`config.mk`:
```
export PLATFORM = sky130hd
export DESIGN_NAME = dcb_dev_flat
export DESIGN_NICKNAME = d
export VERILOG_FILES = /design/src/dcb_pkg.sv /design/src/dcb_link_if.sv /design/src/dcb_dev.sv /design/src/flat_wrapper.sv
export VERILOG_INCLUDE_DIRS = /design/src
export SDC_FILE = /design/constraint.sdc
export NUM_CORES = 1
export LEC_CHECK = 0
export BUFFER_PORTS_ARGS = -buffer_cell sky130_fd_sc_hd__buf_2
export CORE_ASPECT_RATIO = 1.5
export CORE_MARGIN = 8
export CORE_UTILIZATION = 59
export DETAILED_ROUTE_END_ITERATION = 8
export PLACE_DENSITY = 0.81
export SETUP_SLACK_MARGIN = 0.5
export SYNTH_ARGS = -nofsm -noshare
export SYNTH_HDL_FRONTEND = slang
export SYNTH_SLANG_ARGS = --single-unit
```
`constraint.sdc`:
```
create_clock -name sys_clk -period 6.2 [get_ports sys_clk]
set_input_delay 1.24 -clock sys_clk [delete_from_list [all_inputs] [get_ports sys_clk]]
set_output_delay 1.24 -clock sys_clk [all_outputs]
set_load 0.01 [all_outputs]
```
`src/dcb_params.svh`:
```
// Functional notes
// Host assigns addresses and top flag first
// Broadcast read has zero payload length
// Every device answers; top device first
// Device waits for frame from above
// Bad upstream CRC: no append, fault
// Response is data plus six bytes
// Response carries own device address
// Read length byte is count minus one
// Write accepted unaddressed, up to eight
// Write length field is count minus one
// Every device executes broadcast writes
// Broadcast read initial byte is C0
// Broadcast write initial byte from D0
// Reverse broadcast write byte is E0
// Frame on wrong port flags error
// Reverse write on wrong port accepted
// Reverse write should touch direction only; the code writes its data byte to whatever address it carries
// Direction bit is bit 7 of 0x0309
// True on positive, complement on negative
// Ports switch transmit/receive automatically
// Wake loads direction and top role
// Debug controls override both ports
// Frames end in two-byte CRC
`ifndef DCB_PARAMS_SVH
`define DCB_PARAMS_SVH
`define DCB_INIT_RD   8'hC0
`define DCB_INIT_WR   8'hD0
`define DCB_INIT_RV   8'hE0
`define DCB_WR_MASK   8'hF8
`define DCB_REQ_RD    3'h4
`define DCB_PROTO     8'h06
`define DCB_CTRL_ADDR 16'h0309
`define DCB_CTRL_RST  8'h00
`define DCB_DIR_BIT   7
`define DCB_CRC_POLY  16'hA001
`define DCB_CRC_INIT  16'hFFFF
`define DCB_CLK_MHZ   200
`define DCB_TMO_US    10
`define DCB_TMO_CYC   (`DCB_TMO_US * `DCB_CLK_MHZ)
`endif

```
`src/dcb_pkg.sv`:
```
`include "dcb_params.svh"
package dcb_pkg;
  typedef enum logic [2:0] {
    DS_IDLE = 3'h0,
    DS_CMD  = 3'h1,
    DS_EXEC = 3'h2,
    DS_WAIT = 3'h3,
    DS_RESP = 3'h4
  } dcb_dst_t;
  typedef enum logic [1:0] {
    HS_IDLE   = 2'h0,
    HS_SEND   = 2'h1,
    HS_LISTEN = 2'h2
  } dcb_hst_t;
  typedef enum logic [1:0] {
    CK_READ  = 2'h0,
    CK_WRITE = 2'h1,
    CK_REV   = 2'h2
  } dcb_kind_t;

  // Reflected CRC-16, one byte; residual is zero over a whole frame
  function automatic logic [15:0] dcb_crc_step(input logic [15:0] c,
                                               input logic [7:0]  b);
    logic [15:0] x;
    x = c ^ {8'h00, b};
    for (int i = 0; i < 8; i++) begin
      x = x[0] ? ((x >> 1) ^ `DCB_CRC_POLY) : (x >> 1);
    end
    return x;
  endfunction
endpackage

```
`src/dcb_link_if.sv`:
```
`timescale 1ns/100ps
interface dcb_link_if;
  logic       h_stb;
  logic       h_sof;
  logic [7:0] h_true;
  logic [7:0] h_comp;
  logic       h_oe_n;
  logic       d_stb;
  logic       d_sof;
  logic [7:0] d_true;
  logic [7:0] d_comp;
  logic       d_oe_n;
  modport dev  (input  h_stb, h_sof, h_true, h_comp, h_oe_n,
                output d_stb, d_sof, d_true, d_comp, d_oe_n);
  modport host (output h_stb, h_sof, h_true, h_comp, h_oe_n,
                input  d_stb, d_sof, d_true, d_comp, d_oe_n);
endinterface

```
`src/dcb_dev.sv`:
```
`timescale 1ns/100ps
`include "dcb_params.svh"
module dcb_dev (
  input  wire logic        sys_clk,
  input  wire logic        arst_n,
  input  wire logic        ce,
  dcb_link_if.dev          lnk,
  input  wire logic        up_rx_stb,
  input  wire logic        up_rx_sof,
  input  wire logic [7:0]  up_rx_true,
  input  wire logic [7:0]  up_rx_comp,
  output logic             up_tx_stb,
  output logic             up_tx_sof,
  output logic [7:0]       up_tx_true,
  output logic [7:0]       up_tx_comp,
  output logic             up_oe_n,
  input  wire logic [7:0]  dev_addr,
  input  wire logic        top_flag,
  input  wire logic        is_base,
  input  wire logic        wake,
  input  wire logic        dbg_unlock,
  input  wire logic [7:0]  ovr_ctrl_a,
  input  wire logic [7:0]  ovr_ctrl_b,
  output logic [15:0]      reg_rd_addr,
  input  wire logic [7:0]  reg_rdata,
  output logic             reg_wr_en,
  output logic [15:0]      reg_wr_addr,
  output logic [7:0]       reg_wr_data,
  output logic [7:0]       primary_ctrl,
  output logic             crc_fault,
  output logic             comm_err
);
  import dcb_pkg::*;

  dcb_dst_t    st_r, st_nxt;
  logic        dir_r, top_r, src_far_r;
  logic [7:0]  init_r, cnt_r, len_r, rlen_r;
  logic [15:0] raddr_r, crc_r;
  logic [2:0]  wi_r;
  logic [7:0]  wbuf [0:7];

  ////////////////////////////////////////////////////////////////////////
  // Near port faces the host; base device keeps its host side below
  wire near_up = dir_r & ~is_base;
  wire lo_ok = lnk.h_stb & (lnk.h_comp == ~lnk.h_true);
  wire up_ok = up_rx_stb & (up_rx_comp == ~up_rx_true);
  wire n_ok = near_up ? up_ok : lo_ok;
  wire n_sof = near_up ? up_rx_sof : lnk.h_sof;
  wire [7:0] n_byte = near_up ? up_rx_true : lnk.h_true;
  wire f_ok = near_up ? lo_ok : up_ok;
  wire f_sof = near_up ? lnk.h_sof : up_rx_sof;
  wire [7:0] f_byte = near_up ? lnk.h_true : up_rx_true;

  wire n_bc = (n_byte == `DCB_INIT_RD) |
              ((n_byte & `DCB_WR_MASK) == `DCB_INIT_WR) |
              (n_byte == `DCB_INIT_RV);
  wire n_start = n_ok & n_sof & n_bc;
  wire f_start = f_ok & f_sof & (f_byte == `DCB_INIT_RV);
  wire idle = (st_r == DS_IDLE);
  wire idle_go = idle & (n_start | f_start);
  // Far port is legal only for responses or a reverse write in flight
  wire f_wrong = f_ok & f_sof & ~(idle & f_start) &
                 (st_r != DS_WAIT) & ~((st_r == DS_CMD) & src_far_r);

  wire from_far = idle ? ~n_start : src_far_r;
  wire c_ok = from_far ? f_ok : n_ok;
  wire c_sof = from_far ? f_sof : n_sof;
  wire [7:0] c_byte = from_far ? f_byte : n_byte;
  wire c_take = idle_go | ((st_r == DS_CMD) & c_ok);
  // Upstream frame must open with its start byte
  wire w_take = (st_r == DS_WAIT) & f_ok & (f_sof | cnt_r != 8'h00);
  wire take = c_take | w_take;
  wire [7:0] rx_byte = w_take ? f_byte : c_byte;
  wire rx_last = take & (cnt_r != 8'h00) & (cnt_r == len_r - 8'h01);
  wire is_wr = ((init_r & `DCB_WR_MASK) == `DCB_INIT_WR);
  wire [2:0] w_cnt = is_wr ? init_r[2:0] : 3'h0;
  wire [7:0] c_len = ((c_byte & `DCB_WR_MASK) == `DCB_INIT_WR) ?
                     ({5'h00, c_byte[2:0]} + `DCB_PROTO) : `DCB_PROTO;
  wire [7:0] w_len = {1'b0, f_byte[6:0]} + 8'h01 + `DCB_PROTO;
  wire [7:0] r_len = {1'b0, rlen_r[6:0]} + 8'h01 + `DCB_PROTO;
  wire [7:0] widx = cnt_r - 8'h03;

  ////////////////////////////////////////////////////////////////////////
  // Own response; read data lags one cycle behind the address
  wire resp = (st_r == DS_RESP);
  wire r_last = resp & (cnt_r == len_r - 8'h01);
  wire [7:0] rd_data = (reg_rd_addr == `DCB_CTRL_ADDR) ? primary_ctrl
                                                       : reg_rdata;
  wire [7:0] tx_byte = (cnt_r == 8'h00) ? {1'b0, rlen_r[6:0]} :
                       (cnt_r == 8'h01) ? dev_addr :
                       (cnt_r == 8'h02) ? raddr_r[15:8] :
                       (cnt_r == 8'h03) ? raddr_r[7:0] :
                       (cnt_r == len_r - 8'h02) ? crc_r[7:0] :
                       (cnt_r == len_r - 8'h01) ? crc_r[15:8] : rd_data;
  wire [15:0] crc_base = (cnt_r == 8'h00) ? `DCB_CRC_INIT : crc_r;
  wire [15:0] crc_new = dcb_crc_step(crc_base, resp ? tx_byte : rx_byte);
  wire crc_good = (crc_new == 16'h0000);
  // Sent CRC bytes must not fold back into the register they come from
  wire crc_hold = resp & (cnt_r >= len_r - 8'h02);

  // Top device has nobody above, so commands stop there
  wire o_near = resp | w_take | (c_take & from_far);
  wire o_stb = resp | w_take | (c_take & (from_far | ~top_r));
  wire o_sof = resp ? (cnt_r == 8'h00) : (w_take ? f_sof : c_sof);
  wire [7:0] o_byte = resp ? tx_byte : rx_byte;
  wire o_up = o_near ? near_up : ~near_up;
  wire a_near = (st_r == DS_WAIT) | resp | ((st_r == DS_CMD) & src_far_r);
  wire a_far = (st_r == DS_CMD) & ~src_far_r & ~top_r;
  wire drv_up_a = (o_stb & o_up) | (near_up ? a_near : a_far);
  wire drv_lo_a = (o_stb & ~o_up) | (near_up ? a_far : a_near);
  wire ovr_up = dbg_unlock & ovr_ctrl_a[0];
  wire ovr_lo = dbg_unlock & ovr_ctrl_b[0];
  wire drv_up = ovr_up ? ovr_ctrl_a[1] : drv_up_a;
  wire drv_lo = ovr_lo ? ovr_ctrl_b[1] : drv_lo_a;
  wire [15:0] wr_addr = raddr_r + {13'h0000, wi_r};
  // Control register lives here, not in the user register file
  wire wr_ctrl = (st_r == DS_EXEC) & (wr_addr == `DCB_CTRL_ADDR);

  always_comb begin
    st_nxt = st_r;
    case (st_r)
      DS_IDLE: if (idle_go) st_nxt = DS_CMD;
      DS_CMD: begin
        if (rx_last) begin
          if (!crc_good) st_nxt = DS_IDLE;
          else if (init_r[6:4] == `DCB_REQ_RD) begin
            st_nxt = top_r ? DS_RESP : DS_WAIT;
          end else st_nxt = DS_EXEC;
        end
      end
      DS_EXEC: if (wi_r == w_cnt) st_nxt = DS_IDLE;
      DS_WAIT: if (rx_last) st_nxt = crc_good ? DS_RESP : DS_IDLE;
      DS_RESP: if (r_last) st_nxt = DS_IDLE;
      default: st_nxt = DS_IDLE;
    endcase
  end

  ////////////////////////////////////////////////////////////////////////
  always_ff @(posedge sys_clk or negedge arst_n) begin
    if (!arst_n) begin
      st_r <= DS_IDLE;    cnt_r <= 8'h00;    len_r <= 8'h00;
      init_r <= 8'h00;    rlen_r <= 8'h00;   src_far_r <= 1'b0;
      raddr_r <= 16'h0000; crc_r <= 16'h0000; wi_r <= 3'h0;
      for (int i = 0; i < 8; i++) wbuf[i] <= 8'h00;
    end else if (ce) begin
      st_r <= st_nxt;
      if (idle_go) begin
        cnt_r <= 8'h01; len_r <= c_len;
        init_r <= c_byte; src_far_r <= ~n_start;
      end else if (st_nxt != st_r) begin
        cnt_r <= 8'h00;
        if (st_nxt == DS_RESP) len_r <= r_len;
      end else if (take | resp) begin
        cnt_r <= cnt_r + 8'h01;
        if (w_take & (cnt_r == 8'h00)) len_r <= w_len;
      end
      if (take | (resp & ~crc_hold)) crc_r <= crc_new;
      if (c_take & (cnt_r == 8'h01)) raddr_r[15:8] <= c_byte;
      if (c_take & (cnt_r == 8'h02)) raddr_r[7:0] <= c_byte;
      if (c_take & (cnt_r == 8'h03)) rlen_r <= c_byte;
      if (c_take & (cnt_r > 8'h02) & (widx < 8'h08)) wbuf[widx[2:0]] <= c_byte;
      wi_r <= (st_r == DS_EXEC) ? wi_r + 3'h1 : 3'h0;
    end
  end

  ////////////////////////////////////////////////////////////////////////
  // Direction only takes effect at wake, so a chain flips as one
  always_ff @(posedge sys_clk or negedge arst_n) begin
    if (!arst_n) begin
      dir_r <= 1'b0;  top_r <= 1'b0;  primary_ctrl <= `DCB_CTRL_RST;
      reg_wr_en <= 1'b0;  reg_wr_addr <= 16'h0000;  reg_wr_data <= 8'h00;
      reg_rd_addr <= 16'h0000;  crc_fault <= 1'b0;  comm_err <= 1'b0;
    end else if (ce) begin
      if (wake) begin
        dir_r <= primary_ctrl[`DCB_DIR_BIT];
        top_r <= top_flag;
      end
      if (wr_ctrl) primary_ctrl <= wbuf[wi_r];
      reg_wr_en <= (st_r == DS_EXEC) & ~wr_ctrl;
      reg_wr_addr <= wr_addr;
      reg_wr_data <= wbuf[wi_r];
      reg_rd_addr <= raddr_r + {8'h00, cnt_r} - 16'h0003;
      crc_fault <= (st_r == DS_WAIT) & rx_last & ~crc_good;
      comm_err <= f_wrong | ((st_r == DS_CMD) & rx_last & ~crc_good);
    end
  end

  always_ff @(posedge sys_clk or negedge arst_n) begin
    if (!arst_n) begin
      up_tx_stb <= 1'b0;  up_tx_sof <= 1'b0;  up_oe_n <= 1'b1;
      up_tx_true <= 8'h00;  up_tx_comp <= 8'hFF;
      lnk.d_stb <= 1'b0;  lnk.d_sof <= 1'b0;  lnk.d_oe_n <= 1'b1;
      lnk.d_true <= 8'h00;  lnk.d_comp <= 8'hFF;
    end else if (ce) begin
      up_tx_stb <= o_stb & o_up & drv_up;
      up_tx_sof <= o_sof;
      up_oe_n <= ~drv_up;
      up_tx_true <= o_byte;
      up_tx_comp <= ~o_byte;
      lnk.d_stb <= o_stb & ~o_up & drv_lo;
      lnk.d_sof <= o_sof;
      lnk.d_oe_n <= ~drv_lo;
      lnk.d_true <= o_byte;
      lnk.d_comp <= ~o_byte;
    end
  end
endmodule

```
`src/flat_wrapper.sv`:
```
// flat-port wrapper written by rule: the top's interface ports become plain ports
module dcb_dev_flat import dcb_pkg::*;
  (sys_clk, arst_n, ce, up_rx_stb, up_rx_sof, up_rx_true, up_rx_comp, up_tx_stb, up_tx_sof, up_tx_true, up_tx_comp, up_oe_n, dev_addr, top_flag, is_base, wake, dbg_unlock, ovr_ctrl_a, ovr_ctrl_b, reg_rd_addr, reg_rdata, reg_wr_en, reg_wr_addr, reg_wr_data, primary_ctrl, crc_fault, comm_err, lnk_h_stb, lnk_h_sof, lnk_h_true, lnk_h_comp, lnk_h_oe_n, lnk_d_stb, lnk_d_sof, lnk_d_true, lnk_d_comp, lnk_d_oe_n);
  dcb_link_if lnk_i ();
  input  wire logic sys_clk;
  input  wire logic arst_n;
  input  wire logic ce;
  input  wire logic up_rx_stb;
  input  wire logic up_rx_sof;
  input  wire logic [7:0] up_rx_true;
  input  wire logic [7:0] up_rx_comp;
  output logic up_tx_stb;
  output logic up_tx_sof;
  output logic [7:0] up_tx_true;
  output logic [7:0] up_tx_comp;
  output logic up_oe_n;
  input  wire logic [7:0] dev_addr;
  input  wire logic top_flag;
  input  wire logic is_base;
  input  wire logic wake;
  input  wire logic dbg_unlock;
  input  wire logic [7:0] ovr_ctrl_a;
  input  wire logic [7:0] ovr_ctrl_b;
  output logic [15:0] reg_rd_addr;
  input  wire logic [7:0] reg_rdata;
  output logic reg_wr_en;
  output logic [15:0] reg_wr_addr;
  output logic [7:0] reg_wr_data;
  output logic [7:0] primary_ctrl;
  output logic crc_fault;
  output logic comm_err;
  input wire logic [$bits(lnk_i.h_stb)-1:0] lnk_h_stb;
  input wire logic [$bits(lnk_i.h_sof)-1:0] lnk_h_sof;
  input wire logic [$bits(lnk_i.h_true)-1:0] lnk_h_true;
  input wire logic [$bits(lnk_i.h_comp)-1:0] lnk_h_comp;
  input wire logic [$bits(lnk_i.h_oe_n)-1:0] lnk_h_oe_n;
  output wire logic [$bits(lnk_i.d_stb)-1:0] lnk_d_stb;
  output wire logic [$bits(lnk_i.d_sof)-1:0] lnk_d_sof;
  output wire logic [$bits(lnk_i.d_true)-1:0] lnk_d_true;
  output wire logic [$bits(lnk_i.d_comp)-1:0] lnk_d_comp;
  output wire logic [$bits(lnk_i.d_oe_n)-1:0] lnk_d_oe_n;
  assign lnk_i.h_stb = lnk_h_stb;
  assign lnk_i.h_sof = lnk_h_sof;
  assign lnk_i.h_true = lnk_h_true;
  assign lnk_i.h_comp = lnk_h_comp;
  assign lnk_i.h_oe_n = lnk_h_oe_n;
  assign lnk_d_stb = lnk_i.d_stb;
  assign lnk_d_sof = lnk_i.d_sof;
  assign lnk_d_true = lnk_i.d_true;
  assign lnk_d_comp = lnk_i.d_comp;
  assign lnk_d_oe_n = lnk_i.d_oe_n;
  dcb_dev u_core (.sys_clk(sys_clk), .arst_n(arst_n), .ce(ce), .lnk(lnk_i), .up_rx_stb(up_rx_stb), .up_rx_sof(up_rx_sof), .up_rx_true(up_rx_true), .up_rx_comp(up_rx_comp), .up_tx_stb(up_tx_stb), .up_tx_sof(up_tx_sof), .up_tx_true(up_tx_true), .up_tx_comp(up_tx_comp), .up_oe_n(up_oe_n), .dev_addr(dev_addr), .top_flag(top_flag), .is_base(is_base), .wake(wake), .dbg_unlock(dbg_unlock), .ovr_ctrl_a(ovr_ctrl_a), .ovr_ctrl_b(ovr_ctrl_b), .reg_rd_addr(reg_rd_addr), .reg_rdata(reg_rdata), .reg_wr_en(reg_wr_en), .reg_wr_addr(reg_wr_addr), .reg_wr_data(reg_wr_data), .primary_ctrl(primary_ctrl), .crc_fault(crc_fault), .comm_err(comm_err));
endmodule
```
==> metrics.txt <==
CP Capture Type=register; Post-DRT Antenna Nets=0; clk root buf=clkbuf_16; antenna cell count=0; Cell Pwr Density=294 mW/mm2; fin. max-slew vios=0; LEAKAGE=7.16 nW; final hold violations=0; post-synthesis async set-or-reset flop share=100%; DRC Markers=0; worst-margin pin slew=1.21 ns; GRT Residual Overflow=0; most common library cell in the layout ignoring fill and taps=dfrtp_1; layout cell share with drive strength beyond 1=25.6%; Mapped Avg Cell Area=9.18 um2; RSZ-0062 raised after global routing=false; Vias=12.0k; via/cell ratio=6.34; setup TNS=0 ns; Setup Skew=0.0256 ns; maximum clock insertion buffer count=3; run status=finished clean; die area=0.0280 mm2; Tot Pwr=0.00455 W; Seq/Total Area, Yosys=38.8%; Final #Nets=1735; clock-pin slew on the worst setup and hold paths=0.06 ns; Post-Syn Area=0.0135 mm2; CTS H-tree lvls=1; Tmin final=5.56 ns; initial antenna violation count=1; Slew headroom=17.3%; Post-Synthesis Cells=1466; CP required=6.59 ns; Mapped Nets=1595; final wirelength=41900 um; most frequent cells in the layout=dfrtp_1 (197), nor2_1 (153), buf_2 (150); vias in the first global route=11.9k; Critical Path AT=5.95 ns; Max Cap Viol=0; drt pass-1 iters=6; setup violators final=0; initial core utilization=60.1%; clock sink count=208; core area=0.0224 mm2; largest net degree at the start of global routing=97; Finished Core Util=69.2%; Peak VDD IR=235 uV; DIE HEIGHT=201 um; P&R area growth vs syn=15.1%; hold-fix buffers at CTS=0; total CTS buffers=20; synthesis-stage register bit count=208; wire per inst=22.1 um; I/O pin count=165; synth unique cells=82; Placer Congestion=0.995; IO buf count=151; Rows=67; Synth Flop Type=dfrtp_1; Total Routing Usage GR=29.3%; CP startpoint kind=primary input; Clock Latency Late Sink=0.53 ns; Final period util=89.6%; die width=139 um; max frequency=180 MHz; CTS tree=yes; critical path type=in -> reg; Post-synth EDFFs=0; fin area=0.0155 mm2; worst min path class=reg -> reg; dpl hpwl=30600 um; DR iter-0 viols=1063; crit path max fanout=8; cell area after placement=0.0145 mm2; Yosys warning count=0; first-pass GRT wire length=65400 um
==> power breakdown <==
group	internal, W	total, W	switching [W]
combinational	0.000711	0.00162	0.000908
sequential	0.00147	0.00159	0.000123
clock	0.000789	0.00134	0.000552
==> worst max-delay path, cell delays in order <==
cell and delay (ns):
buf_2 0.20, xor2_1 0.20, nand4_1 0.18, or4_4 0.58, o211ai_1 0.18, a31oi_2 0.20
nor2_2 0.20, buf_4 0.19, mux2i_1 0.19, nand4_1 0.20, xor2_2 0.22, xor3_1 0.45
inv_1 0.07, ha_1 0.26, xnor2_1 0.14, nand4_1 0.18, a2111oi_4 0.45, a31oi_4 0.25
mux2_4 0.36
==> worst paths after layout <==
kind,slack [ns],startpoint,cells past startpoint,to
worst max-delay path,0.64,lnk_h_true[7],19,u_core.len_r[5]
worst min-delay path,0.48,u_core.init_r[6],1,u_core.init_r[6]
worst max register to register,0.69,u_core.len_r[1],24,u_core.len_r[5]
worst min register to register,0.48,u_core.init_r[6],1,u_core.init_r[6]
max in group asynchronous,4.16,arst_n,2,u_core.rlen_r[3]
min in group asynchronous,0.77,arst_n,1,u_core.wbuf[30]
==> Yosys cell counts (9+ instances only) <==
cell | n | area [um2]
dfrtp_1 | 198 | 4950
nor2_1 | 155 | 582
nand2_1 | 137 | 514
a21oi_1 | 112 | 561
mux2_2 | 89 | 1000
o21ai_0 | 82 | 410
clkbuf_1 | 70 | 263
inv_1 | 64 | 240
xnor2_1 | 52 | 455
ha_1 | 51 | 638
nand3_1 | 43 | 215
xor2_1 | 38 | 333
nor3_1 | 32 | 160
mux2i_1 | 23 | 230
buf_4 | 17 | 128
nand4_1 | 17 | 106
mux4_2 | 16 | 360
a21o_1 | 14 | 105
and3_1 | 14 | 87.6
and2_1 | 13 | 81.3
a31oi_1 | 12 | 75.1
nand2b_1 | 12 | 75.1
o22ai_1 | 11 | 68.8
dfstp_2 | 10 | 263
nor2b_1 | 10 | 62.6
a221oi_1 | 9 | 78.8
nor4_1 | 9 | 56.3
==> per-stage QoR <==
step	hold WS [ns]	std cells	worst slack (ns)
detailed placement	0.460	1843	0.110
global placement	0.453	1843	0.190
CTS	0.479	1879	0.531
floorplan	0.435	1466	0.520
global route	0.499	1896	0.387
finish	0.478	1896	0.643
==> final cells by class <==
cell class / instances / area, um2
Inverter: 67 / 251
Clock buffer: 25 / 539
Sequential cell: 208 / 5220
Fill cell: 1758 / 6900
Multi-Input combinational cell: 1092 / 7680
Timing Repair Buffer: 217 / 1280
Tap cell: 276 / 345
Clock inverter: 11 / 174
==> sequential cells by signal, indices dropped and copies added, names as in the netlist, 3 cells and up <==
name and cells:
u_core.crc_r 16, u_core.raddr_r 16, u_core.primary_ctrl 8, u_core.wi_r 3, u_core.len_r 8, u_core.lnk.d_comp 8
u_core.st_r 3, u_core.wbuf 64, u_core.reg_wr_data 8, u_core.reg_wr_addr 16, u_core.rlen_r 7, u_core.cnt_r 8
u_core.lnk.d_true 8, u_core.init_r 8, u_core.reg_rd_addr 16
==> cell families (layout without fill, tap and decap cells) <==
| family | Yosys count | count (layout) | synth area share (%) |
|---|---|---|---|
| buf+inv | 167 | 320 | 5.18 |
| compound gates | 329 | 329 | 15.6 |
| mux | 129 | 129 | 11.9 |
| fa+ha+maj | 53 | 53 | 5.04 |
| flops | 208 | 208 | 38.8 |
| xor+xnor | 92 | 92 | 6.21 |
| simple gates | 488 | 489 | 17.2 |
==> metal layers <==
layer	up-vias	track usage, %	part of all wire, %
met2	561	50.0	50
met3	147	4.69	7.4
met4	2	16.3	5.6
met5	-	0	0.029
met1	5859	34.5	37
li1	5458	-	-
==> timing repair <==
action                     4_1_cts  5_1_grt
pin swaps                        1       16
cloned                           0        2
resized for setup                1       30
setup endpoints to repair        7       13
buffers inserted                 0       15
Power figures use the tool's default switching activity.
